[config.mk]
export PLATFORM = sky130hd
export DESIGN_NAME = prss_sequencer
export DESIGN_NICKNAME = d
export VERILOG_FILES = /design/src/shared/prss_pkg.sv /design/src/hdl/prss_sequencer.sv
export SDC_FILE = /design/constraint.sdc
export NUM_CORES = 1
export LEC_CHECK = 0
export BUFFER_PORTS_ARGS = -buffer_cell sky130_fd_sc_hd__buf_2
export CAP_MARGIN = 20
export CORE_MARGIN = 2
export CORE_UTILIZATION = 35
export CTS_CLUSTER_SIZE = 16
export DETAILED_ROUTE_END_ITERATION = 6
export SYNTH_ARGS = -nofsm -noshare
export SYNTH_HDL_FRONTEND = slang
export SYNTH_SLANG_ARGS = --single-unit
export TNS_END_PERCENT = 5
[constraint.sdc]
create_clock -name core_clk -period 2.9 [get_ports core_clk]
set_input_delay 0.58 -clock core_clk [delete_from_list [all_inputs] [get_ports core_clk]]
set_output_delay 0.58 -clock core_clk [all_outputs]
set_load 0.005 [all_outputs]
[src/shared/prss_pkg.sv]
package prss_pkg;
  // system clock rate
  localparam int CLK_HZ = 10000000;
  // oscillator settling time in microseconds
  localparam int T_OSC_SETTLE_US = 500;
  // receiver start-up time from sleep exit in microseconds
  localparam int T_RX_STARTUP_US = 1000;
  // reset hold time after release of causes in microseconds
  localparam int T_RESET_US = 100;
  // cycle counts derived from the times, with the clock rate truncated to whole MHz
  localparam int OSC_SETTLE_CYC = (T_OSC_SETTLE_US * (CLK_HZ / 1000000));
  localparam int RX_STARTUP_CYC = (T_RX_STARTUP_US * (CLK_HZ / 1000000));
  localparam int RESET_CYC = (T_RESET_US * (CLK_HZ / 1000000));
  // timer width
  localparam int TMR_W = 24;
  // clock divider width and reset factor
  localparam int DIV_W = 20;
  localparam logic [19:0] DIV_RST = 20'h00007;
  // interrupt status width and value loaded on reset exit
  localparam int IS_W = 8;
  localparam logic [7:0] IS_RST = 8'hff;
  // serial number width
  localparam int SN_W = 32;
  // sequencer states
  typedef enum logic [4:0] {
    PRSS_RESET = 5'h01,
    PRSS_SLEEP = 5'h02,
    PRSS_SETTLE = 5'h04,
    PRSS_STARTUP = 5'h08,
    PRSS_READY = 5'h10
  } prss_state_t;
endpackage

[src/hdl/prss_sequencer.sv]
`timescale 1ns/100ps
`default_nettype none
module prss_sequencer
  import prss_pkg::*;
#(
  parameter int OSC_SETTLE = OSC_SETTLE_CYC,
  parameter int RX_STARTUP = RX_STARTUP_CYC,
  parameter int RESET_HOLD = RESET_CYC,
  // arbitrary neutral serial number
  parameter logic [31:0] SERIAL_NUMBER = 32'h12345678
) (
  input wire logic core_clk,
  input wire logic rst_n,
  // power-on pin, asynchronous
  input wire logic powerOn,
  // brown-out detector on the digital supply, asynchronous
  input wire logic digitalSupplyLow,
  // supply between brown-out and functional threshold
  input wire logic digitalSupplyMarginal,
  // oscillator running indication, asynchronous
  input wire logic oscRunning,
  // request to leave sleep (run) and to return (low)
  input wire logic runRequest,
  // interrupt status read strobe and events to set bits
  input wire logic statusRead,
  input wire logic [7:0] statusSet,
  // clock output enable and division factor
  input wire logic clkOutEnable,
  input wire logic [19:0] clkDivFactor,
  // alternative function selects for three pins
  input wire logic selAltClkPin,
  input wire logic selAltRunPin,
  input wire logic selAltIrqPin,
  // received data and strobe from the datapath
  input wire logic rxData,
  input wire logic rxStrobe,
  output logic digitalRegEn,
  output logic analogRegEn,
  output logic oscHighPrecision,
  output logic oscCapsConnected,
  output logic rfPathEn,
  output logic synthEn,
  output logic rxReady,
  output logic coreRst_n,
  output logic [7:0] interrupt_status_reg,
  output logic [31:0] serialNumber,
  output logic divided_clock_out,
  output logic runIndicatorOut,
  output logic irq_or_strobe_out
);
  // synchroniser stages for asynchronous inputs
  logic [2:0] ponSync_r, ponSync_nxt;
  logic [2:0] bodSync_r, bodSync_nxt;
  logic [2:0] midSync_r, midSync_nxt;
  logic [2:0] oscSync_r, oscSync_nxt;
  // filtered levels
  logic pon_r, pon_nxt;
  logic bod_r, bod_nxt;
  logic mid_r, mid_nxt;
  logic osc_r, osc_nxt;
  // sequencer state and timer
  prss_state_t state_r, state_nxt;
  logic [23:0] tmr_r, tmr_nxt;
  logic [23:0] rstTmr_r, rstTmr_nxt;
  logic coreRst_r, coreRst_nxt;
  // interrupt status and first-read flag
  logic [7:0] stat_r, stat_nxt;
  logic irqLow_r, irqLow_nxt;
  // clock divider
  logic [19:0] divCnt_r, divCnt_nxt;
  logic clkDiv_r, clkDiv_nxt;
  // registered pin outputs
  logic clkPin_r, clkPin_nxt;
  logic runPin_r, runPin_nxt;
  logic irqPin_r, irqPin_nxt;
  logic resetCause;

  // filter: change counts once stages two and three agree
  function automatic logic filt(input logic [2:0] s, input logic cur);
    filt = (s[1] == s[2]) ? s[2] : cur;
  endfunction

  // true in any run state of the sequencer
  function automatic logic is_running(input prss_state_t s);
    is_running = (s == PRSS_SETTLE) || (s == PRSS_STARTUP) ||
      (s == PRSS_READY);
  endfunction

  // synchroniser next values
  always_comb begin
    ponSync_nxt = {ponSync_r[1:0], powerOn};
    bodSync_nxt = {bodSync_r[1:0], digitalSupplyLow};
    midSync_nxt = {midSync_r[1:0], digitalSupplyMarginal};
    oscSync_nxt = {oscSync_r[1:0], oscRunning};
    pon_nxt = filt(ponSync_r, pon_r);
    bod_nxt = filt(bodSync_r, bod_r);
    mid_nxt = filt(midSync_r, mid_r);
    osc_nxt = filt(oscSync_r, osc_r);
  end

  // synchroniser registers
  always_ff @(posedge core_clk or negedge rst_n) begin
    if (!rst_n) begin
      ponSync_r <= 3'h0;
      bodSync_r <= 3'h0;
      midSync_r <= 3'h0;
      oscSync_r <= 3'h0;
      pon_r <= 1'b0;
      bod_r <= 1'b0;
      mid_r <= 1'b0;
      osc_r <= 1'b0;
    end else begin
      ponSync_r <= ponSync_nxt;
      bodSync_r <= bodSync_nxt;
      midSync_r <= midSync_nxt;
      oscSync_r <= oscSync_nxt;
      pon_r <= pon_nxt;
      bod_r <= bod_nxt;
      mid_r <= mid_nxt;
      osc_r <= osc_nxt;
    end
  end

  assign resetCause = !pon_r || bod_r;

  // reset generator and sequencer next state
  always_comb begin
    state_nxt = state_r;
    tmr_nxt = tmr_r;
    rstTmr_nxt = rstTmr_r;
    coreRst_nxt = coreRst_r;
    stat_nxt = stat_r;
    irqLow_nxt = irqLow_r;
    if (resetCause) begin
      // any cause restarts the reset hold
      coreRst_nxt = 1'b1;
      rstTmr_nxt = 24'h000000;
      state_nxt = PRSS_RESET;
      tmr_nxt = 24'h000000;
    end else if (coreRst_r) begin
      if (osc_r && rstTmr_r >= 24'(RESET_HOLD - 1)) begin
        coreRst_nxt = 1'b0;
        // status all ones, interrupt held low
        stat_nxt = IS_RST;
        irqLow_nxt = 1'b1;
        state_nxt = PRSS_SLEEP;
      end else if (osc_r) begin
        rstTmr_nxt = rstTmr_r + 24'h000001;
      end
    end else begin
      // status read clears, new events win over clear
      if (statusRead) begin
        stat_nxt = statusSet;
        // first read releases the interrupt pin
        irqLow_nxt = 1'b0;
      end else begin
        stat_nxt = stat_r | statusSet;
      end
      unique case (state_r)
        PRSS_RESET: begin
          state_nxt = PRSS_SLEEP;
        end
        PRSS_SLEEP: begin
          if (runRequest) begin
            state_nxt = PRSS_SETTLE;
            tmr_nxt = 24'h000001;
          end
        end
        PRSS_SETTLE: begin
          tmr_nxt = tmr_r + 24'h000001;
          if (!runRequest) begin
            state_nxt = PRSS_SLEEP;
          end else if (tmr_r >= 24'(OSC_SETTLE)) begin
            state_nxt = PRSS_STARTUP;
          end
        end
        PRSS_STARTUP: begin
          tmr_nxt = tmr_r + 24'h000001;
          if (!runRequest) begin
            state_nxt = PRSS_SLEEP;
          end else if (tmr_r >= 24'(RX_STARTUP)) begin
            state_nxt = PRSS_READY;
          end
        end
        PRSS_READY: begin
          if (!runRequest) begin
            state_nxt = PRSS_SLEEP;
          end
        end
        default: begin
          state_nxt = PRSS_SLEEP;
        end
      endcase
    end
  end

  // clock divider and pin mux next values
  always_comb begin
    divCnt_nxt = divCnt_r;
    clkDiv_nxt = clkDiv_r;
    // divide by factor, then toggle for half duty
    if (coreRst_r || !clkOutEnable) begin
      divCnt_nxt = 20'h00000;
      clkDiv_nxt = 1'b0;
    end else if (divCnt_r >= clkDivFactor - 20'h00001) begin
      divCnt_nxt = 20'h00000;
      clkDiv_nxt = !clkDiv_r;
    end else begin
      divCnt_nxt = divCnt_r + 20'h00001;
    end
    clkPin_nxt = selAltClkPin ? rxData : clkDiv_r;
    // run pin follows next state so it matches the analog regulator
    runPin_nxt = selAltRunPin ? rxData :
      (is_running(state_nxt) && !coreRst_nxt);
    if (coreRst_r) begin
      // high during reset hold after supply returns
      irqPin_nxt = !resetCause;
    end else if (mid_r || irqLow_r) begin
      irqPin_nxt = 1'b0;
    end else begin
      irqPin_nxt = selAltIrqPin ? rxStrobe : (stat_r == 8'h00);
    end
    if (mid_r) begin
      irqPin_nxt = 1'b0;
    end
  end

  // state registers
  always_ff @(posedge core_clk or negedge rst_n) begin
    if (!rst_n) begin
      state_r <= PRSS_RESET;
      tmr_r <= 24'h000000;
      rstTmr_r <= 24'h000000;
      coreRst_r <= 1'b1;
      stat_r <= 8'h00;
      irqLow_r <= 1'b0;
      divCnt_r <= 20'h00000;
      clkDiv_r <= 1'b0;
      clkPin_r <= 1'b0;
      runPin_r <= 1'b0;
      irqPin_r <= 1'b0;
    end else begin
      state_r <= state_nxt;
      tmr_r <= tmr_nxt;
      rstTmr_r <= rstTmr_nxt;
      coreRst_r <= coreRst_nxt;
      stat_r <= stat_nxt;
      irqLow_r <= irqLow_nxt;
      divCnt_r <= divCnt_nxt;
      clkDiv_r <= clkDiv_nxt;
      clkPin_r <= clkPin_nxt;
      runPin_r <= runPin_nxt;
      irqPin_r <= irqPin_nxt;
    end
  end

  assign digitalRegEn = pon_r;
  assign analogRegEn = is_running(state_r) && !coreRst_r;
  assign oscHighPrecision = !coreRst_r && state_r != PRSS_SLEEP &&
    state_r != PRSS_RESET;
  assign oscCapsConnected = oscHighPrecision;
  // analog path and synthesizer after settling
  assign rfPathEn = !coreRst_r &&
    (state_r == PRSS_STARTUP || state_r == PRSS_READY);
  assign synthEn = rfPathEn;
  assign rxReady = !coreRst_r && state_r == PRSS_READY;
  assign coreRst_n = !coreRst_r;
  assign interrupt_status_reg = stat_r;
  assign serialNumber = SERIAL_NUMBER;
  assign divided_clock_out = clkPin_r;
  assign runIndicatorOut = runPin_r;
  assign irq_or_strobe_out = irqPin_r;
endmodule
`default_nettype wire

# == Word level (Yosys, flattened, before mapping) ==
# Index checks and enable logic that the tools add are counted.
# op_classes
n_bitwise,2
n_reduce_logical,32
n_addsub,4
n_lt_le_gt_ge,4
n_eq_ne,17
mux,37
# op_table
cell,n
$mux W24,7
$add A24 B1 Y24 const B,2
$pmux W24 S2,1
$mux W5,9
$mux W20,2
$ge A24 B10 Y1 const B,1
$ge A24 B13 Y1 const B,1
$ge A24 B14 Y1 const B,1
$mux W8,3
$add A20 B1 Y20 const B,1
$ge A20 B20 Y1,1
$pmux W5 S4,1
$sub A20 B1 Y20 const B,1
$mux W1,14
$eq A5 B3 Y1 const B,2
$eq A5 B4 Y1 const B,2
$eq A5 B5 Y1 const B,2
$reduce_and A3 Y1,3
$logic_not A8 Y1,1
$logic_or A1 B1 Y1,8
$or A8 B8 Y8,1
$reduce_bool A2 Y1,4
$logic_and A1 B1 Y1,7
$logic_not A1 Y1,6
other kinds (11),15
# totals
input_bits,42
word_cells,115
register_bits,103
output_inout_bits,51

# == Depth between registers and ports, before layout ==
# Gate-level depths: netlist of the first run.
# depth
ltp_word,11
mapped_depth,13
mapped_depth_nobuf,12

# == Worst setup path before layout of the first run ==
# OpenSTA, ideal clock, no wires.
# synth_timing
path_kind,input to register
start,in clkDivFactor[8]
end,reg divCnt_r[11]
arrival_time_ps,3013
setup_ps,132
path_stages,13
required_time_ps,2768
n_path_buf,1
setup_slack_ps,-245
cell_sequence,nor4_1 nand2_1 nor2_1 nand3b_1 nor3b_1 xnor2_1 ha_1 nand3_1 nor3_1 o2111ai_1 o211ai_1 clkbuf_1 nor2_1
# synth_between
elab_chain_cells,4
# synth_rtl
item,line_no,rtl
"start, declared",prss_sequencer.sv:29,"input wire logic [19:0] clkDivFactor,"
$sub A20 B1 Y20,prss_sequencer.sv:205,end else if (divCnt_r >= clkDivFactor - 20'h00001) begin
$ge A20 B20 Y1,prss_sequencer.sv:205,
$mux W20,prss_sequencer.sv:205,
$mux W20,prss_sequencer.sv:202,if (coreRst_r || !clkOutEnable) begin
via divCnt_nxt[11],prss_sequencer.sv:70,"logic [19:0] divCnt_r, divCnt_nxt;"
"end signal, assigned",prss_sequencer.sv:249,divCnt_r <= divCnt_nxt;
"end, declared",prss_sequencer.sv:70,
# The timed path passes the listed nets, and every way through them passes these cells.
# A chain may end at the register's enable or synchronous reset.

# == Final worst setup path of the first run ==
# layout_timing
start,in clkDivFactor[8]
end,reg clkDiv_r
# layout_between
elab_chain_cells,3
# layout_rtl
item,line_no,rtl
$sub A20 B1 Y20,prss_sequencer.sv:205,
$ge A20 B20 Y1,prss_sequencer.sv:205,
$reduce_bool A2 Y1 (no line),-,
"end signal, assigned",prss_sequencer.sv:250,clkDiv_r <= clkDiv_nxt;
"end, declared",prss_sequencer.sv:71,"logic clkDiv_r, clkDiv_nxt;"
# No other way between the ends.

==> results of run 1 <==
## timing repair
item,4_1_cts,5_1_grt
setup endpoints to repair,0,21
resized for setup,0,9
buffers inserted,0,0
## metal layers
layer | global-route usage (%) | vias up | wire length, µm
met2 | 24.4 | 101 | 6070
met5 | 0 | - | 0
met3 | 3.98 | 13 | 545
met1 | 18.4 | 2123 | 5440
met4 | 4.12 | 0 | 136
li1 | - | 2174 | -
## through the flow
stage          TNS, ns  hold WS, ns
3_3_place_gp     -3.71        0.334
4_1_cts              0        0.310
3_5_place_dp     -6.28        0.337
5_1_grt         -0.177        0.308
6_report             0        0.285
2_1_floorplan        0        0.284
## critical path: cells and delay by family
family	cells	cell delay [ns]
AO/OA/AOI/OAI	2	0.42
XOR/XNOR	1	0.14
adder cells (fa/ha/maj)	1	0.27
buffers and inverters	2	0.29
multiplexers	1	0.37
AND/OR/NAND/NOR	6	0.97
## final cells by class
cell class	instances	area, µm²	area share (%)
multi-input combinational	465	3020	44.8
sequential	103	2580	38.3
timing repair buffer	83	492	7.30
tap	220	275	4.09
clock buffer	9	225	3.34
clock inverter	7	95.1	1.41
inverter	13	48.8	0.725
## final timing paths
check	start	endpoint	slack, ns	cells past startpoint
setup / recovery	clkDivFactor[8]	clkDiv_r	0.10	13
hold / removal	rst_n	ponSync_r[2]	0.29	1
setup reg to reg	state_r[3]	tmr_r[9]	0.71	6
hold reg to reg	ponSync_r[0]	ponSync_r[1]	0.35	0
max in group asynchronous	rst_n	coreRst_r	1.82	2
min in group core_clk	digitalSupplyMarginal	midSync_r[0]	0.33	1
## synthesized netlist by cell type (3+ instances only)
cell type	number
buf_4	37
o21ai_2	3
nand2b_1	5
nor3b_1	6
maj3_1	4
and2_1	15
nor2b_1	5
nand2_1	55
xor2_1	31
xnor2_1	29
nand3_1	25
o21ai_0	27
nor4_1	14
a21oi_1	17
nor2_1	71
or3_1	5
nor3_1	13
dfrtp_1	101
ha_1	25
inv_1	12
and4_1	6
and3_1	12
buf_2	4
clkbuf_1	9
nand4_1	17
o22ai_1	7
## logic make-up after synthesis
kind of cell | Yosys count | synth area share [%]
buffers and inverters | 66 | 6.91
multiplexers | 4 | 0.732
other | 2 | 0.129
XOR/XNOR | 60 | 9.04
AND/OR/NAND/NOR | 261 | 23.5
adder cells (fa/ha/maj) | 29 | 6.07
flip-flops | 103 | 44.4
AO/OA/AOI/OAI | 79 | 9.30
## power by group through the flow
stage	clock, mW	sequential, mW	combinational [mW]
5_1_grt	1.38	1.47	0.243
4_1_cts	1.33	1.46	0.215
2_1_floorplan	0	1.49	0.127
3_5_place_dp	0	1.49	0.214
3_3_place_gp	0	1.49	0.206
6_report	1.28	1.46	0.212
==> run metrics, run 1 <==
Yosys warning count=0; Overall Power=2.96 mW; peak supply drop=0.000329 V; Max H-tree Level=3; die area=17,700 µm²; Fin. Hold Viols=0; CP required=3.14 ns; clock-pin slew on the worst setup and hold paths=0.08 ns; Die X=133 µm; Syn Inst Count=604; Iter 0 DRT Violations=222; fin cells=900; first-pass GRT wire length=21.1 mm; Slew headroom=49.9%; # clock sinks=103; drt drc=0; vias=4,411; dpl hpwl=9.10 mm; pin count of the biggest net entering global routing=59; Post-synth top flop=dfrtp_1; routed length per instance=13.5 µm; Int Pwr=2.23 mW; CTS Hold Bufs=0; PD cells=439 nW/µm²; cell area after synthesis=5810 µm²; Area contributors post-synth=dfrtp_1 43%, ha_1 5.4%, buf_4 4.8%; layout cells sized above 1=19.6%; worst path cell trace=buf_2 -> nor4_4 -> nand2_2 -> nor2_2 -> nand3b_1 -> buf_4 -> xor2_1 -> ha_1 -> nand2_1 -> nor3_2 -> o2111ai_1 -> o211ai_1 -> mux2_2; Synth top area share=43.5%; RD Place Congestion=0.806; critical path type=in -> reg; RSZ-0062 raised after global routing=true; Reg power frac=49.5%; sequential element share of the synthesized area=44.4%; Comb power frac=7.2%; Top Registers=rstTmr_r x24, tmr_r x24, divCnt_r x20; worst-margin pin slew=0.751 ns; synth unique cells=62; initial antenna violation count=0; Cell Rows=47; leading area contributor after synthesis=dfrtp_1; leading cell type in the layout, fill and taps excluded=dfrtp_1; number of synthesized register bits=103; final setup violating endpoints=0; Via density=4.90; Setup Skew=0.00714 ns; IO Count=93; Worst Path Arrival=3.04 ns; number of max-cap violations=0; Ant. Diodes=0; area grow syn2layout=15.8%; worst min path class=in -> async; pre-CTS WS=-0.311 ns; final worst-path cycle share=96.5%; clk_lat worst skew=0.35 ns; Post-DP Area=6380 µm²; IO buf count=60; Post-synth EDFFs=0; cell chosen for the clock root=clkbuf_16; ys async rst share=100%; dpl cells=884; Starting Density=35.4%; global-route usage over all layers=14.5%; Peak Freq=357 MHz; Lkg Pwr=3.03 nW; syn_area_per_cell=9.63 µm²; core box area=16,400 µm²; final antenna-violating net count=0; Final Max Slew Viols=0; switching pwr=730 µW; most frequent cells in the layout=101 x dfrtp_1, 70 x nor2_1, 59 x buf_2, 53 x nand2_1, 32 x conb_1; Num CTS Buffers=9; slowest CP cell=mux2_2; Worst path max stage delay=0.37 ns; # nets final=742; drt first pass iters=4; clk buf depth=2; CP Max Fanout=3; GRT overflow=0; sw frac=24.7%; Final Util=41.0%; fin worst setup slack=0.101 ns; Setup crit start kind=input pin; crit path capture type=register; clock share of power=43.3%; post-layout min period=2.80 ns; Die Y=133 µm; fill count=1,608; vias in the first global route=4,474; fin area=6730 µm²; WL final=12.2 mm; outcome=complete, no violations; CTS tree=built
No activity file was read; power rests on OpenSTA's default activity.
==> inputs of run 2 (changes only) <==
CAP_MARGIN = not set   (was 20)
CORE_UTILIZATION = 50   (was 35)
PLACE_DENSITY = 0.72   (was not set)
==> run 2 against run 1 <==
  * Total power decreased by 1.5%
  * Worst setup slack got worse by 0.042 ns
  * Die area decreased by 29%
  * First-iteration DRC count increased by 1.8%
  * Highest routed layer unchanged
  * Worst hold slack got worse by 0.057 ns
  * Non-clock buffer count unchanged
  * Cell area decreased by 1.6%
  * Largest power group unchanged
  * Sequential cell count unchanged
  * Cell count decreased by 8.6%
  * Fmax decreased by 1.5%
==> run metrics, run 2 (same netlist as run 1, synthesis figures left out) <==
Setup crit start kind=input pin; fin worst setup slack=0.0589 ns; met2 Use GR=32.0%; Cell Rows=39; Setup Skew=0.0107 ns; Via density=5.37; Overall Power=2.91 mW; worst path cell trace=buf_2 -> nor4_4 -> nand2_2 -> nor2_2 -> nand3b_1 -> buf_4 -> xor2_1 -> ha_1 -> nand2_1 -> nor3_4 -> o2111ai_1 -> o211ai_1 -> mux2_2; Top Registers=rstTmr_r x24, tmr_r x24, divCnt_r x20; gr busiest metal=met2; # clock sinks=103; post-layout min period=2.84 ns; Peak Freq=352 MHz; worst-margin pin slew=0.710 ns; CP required=3.14 ns; WL final=11.5 mm; core box area=11,400 µm²; grt met3 use=3.43%; drt drc=0; die area=12,500 µm²; worst min path class=in -> async; routed length per instance=14.0 µm; Die Y=112 µm; Ant. Diodes=0; RD Place Congestion=0.854; Slew headroom=52.7%; CTS tree=built; IO buf count=60; PD cells=440 nW/µm²; Final Max Slew Viols=0; initial antenna violation count=0; clock-pin slew on the worst setup and hold paths=0.07 ns; pre-CTS WS=-0.365 ns; layout cells sized above 1=19.6%; outcome=complete, no violations; Die X=112 µm; first-pass GRT wire length=19.9 mm; leading cell type in the layout, fill and taps excluded=dfrtp_1; pin count of the biggest net entering global routing=49; Worst Path Arrival=3.08 ns; clk buf depth=2; cell chosen for the clock root=clkbuf_16; GRT overflow=0; area grow syn2layout=14.0%; CP Max Fanout=3; number of max-cap violations=0; clk_lat worst skew=0.35 ns; Num CTS Buffers=9; peak supply drop=0.000373 V; final setup violating endpoints=0; most frequent cells in the layout=101 x dfrtp_1, 70 x nor2_1, 59 x buf_2, 54 x nand2_1, 32 x conb_1; final worst-path cycle share=98.0%; Worst path max stage delay=0.37 ns; CTS Hold Bufs=0; vias in the first global route=4,302; # nets final=742; Lkg Pwr=3.03 nW; IO Count=93; critical path type=in -> reg; vias=4,422; final antenna-violating net count=0; slowest CP cell=mux2_2; Iter 0 DRT Violations=226; Fin. Hold Viols=0; Starting Density=51.1%; drt first pass iters=4; crit path capture type=register; RSZ-0062 raised after global routing=true; global-route usage over all layers=19.3%; Max H-tree Level=3; global routing usage on met1=25.5%; dpl hpwl=8.54 mm
## run 2: report_power, final
| part | internal [mW] | leakage [nW] | switching (mW) |
|---|---|---|---|
| Clock | 0.689 | 0.150 | 0.554 |
| Combinational | 0.0769 | 1.49 | 0.130 |
| Sequential | 1.45 | 1.39 | 0.0107 |
## run 2: worst max-delay path: cells and delay by family
kind / cells / cell delay, ns
XOR/XNOR: 1 / 0.14
AO/OA/AOI/OAI: 2 / 0.40
multiplexers: 1 / 0.37
buffers and inverters: 2 / 0.30
AND/OR/NAND/NOR: 6 / 1.03
adder cells (fa/ha/maj): 1 / 0.27
## run 2: path summary, 6_finish.rpt
path	startpoint	to	slack [ns]	depth (start not counted)
min in group core_clk	digitalSupplyMarginal	midSync_r[0]	0.33	1
worst min register to register	midSync_r[0]	midSync_r[1]	0.36	0
max in group asynchronous	rst_n	state_r[0]	1.91	2
worst min-delay path	rst_n	ponSync_r[2]	0.23	1
worst max register to register	state_r[3]	tmr_r[19]	0.72	5
worst max-delay path	clkDivFactor[8]	clkDiv_r	0.06	13
## run 2: final cells by class
class | instances | area [µm²]
flip-flops and latches | 103 | 2580
well taps | 143 | 179
multi-input cells | 465 | 3030
fillers | 953 | 4740
repair buffers | 83 | 479
inverters | 13 | 48.8
clock buffers | 9 | 225
clock inverters | 7 | 86.3
## run 2: routing by layer
| metal | wire length, µm | vias up |
|---|---|---|
| li1 | - | 2184 |
| met1 | 5060 | 2117 |
| met2 | 5810 | 103 |
| met3 | 441 | 18 |
| met4 | 196 | 0 |
| met5 | 0 | - |
## run 2: metrics by stage
| step | area (µm²) | hold slack, ns | instances | TNS [ns] | util [%] |
|---|---|---|---|---|---|
| floorplan | 5970 | 0.284 | 634 | 0 | - |
| global placement | 6270 | 0.332 | 807 | -3.84 | 55.1 |
| detailed placement | 6270 | 0.340 | 807 | -6.88 | 55.1 |
| CTS | 6590 | 0.252 | 823 | 0 | 58.0 |
| global route | 6630 | 0.280 | 823 | -1.72 | 58.3 |
| finish | 6630 | 0.228 | 823 | 0 | 58.3 |
## run 2: what timing repair did
| item | in CTS | in global routing |
|---|---|---|
| pin swaps | 0 | 1 |
| resized for setup | 3 | 7 |
| endpoints found under the setup margin | 2 | 21 |
| setup buffers | 0 | 0 |
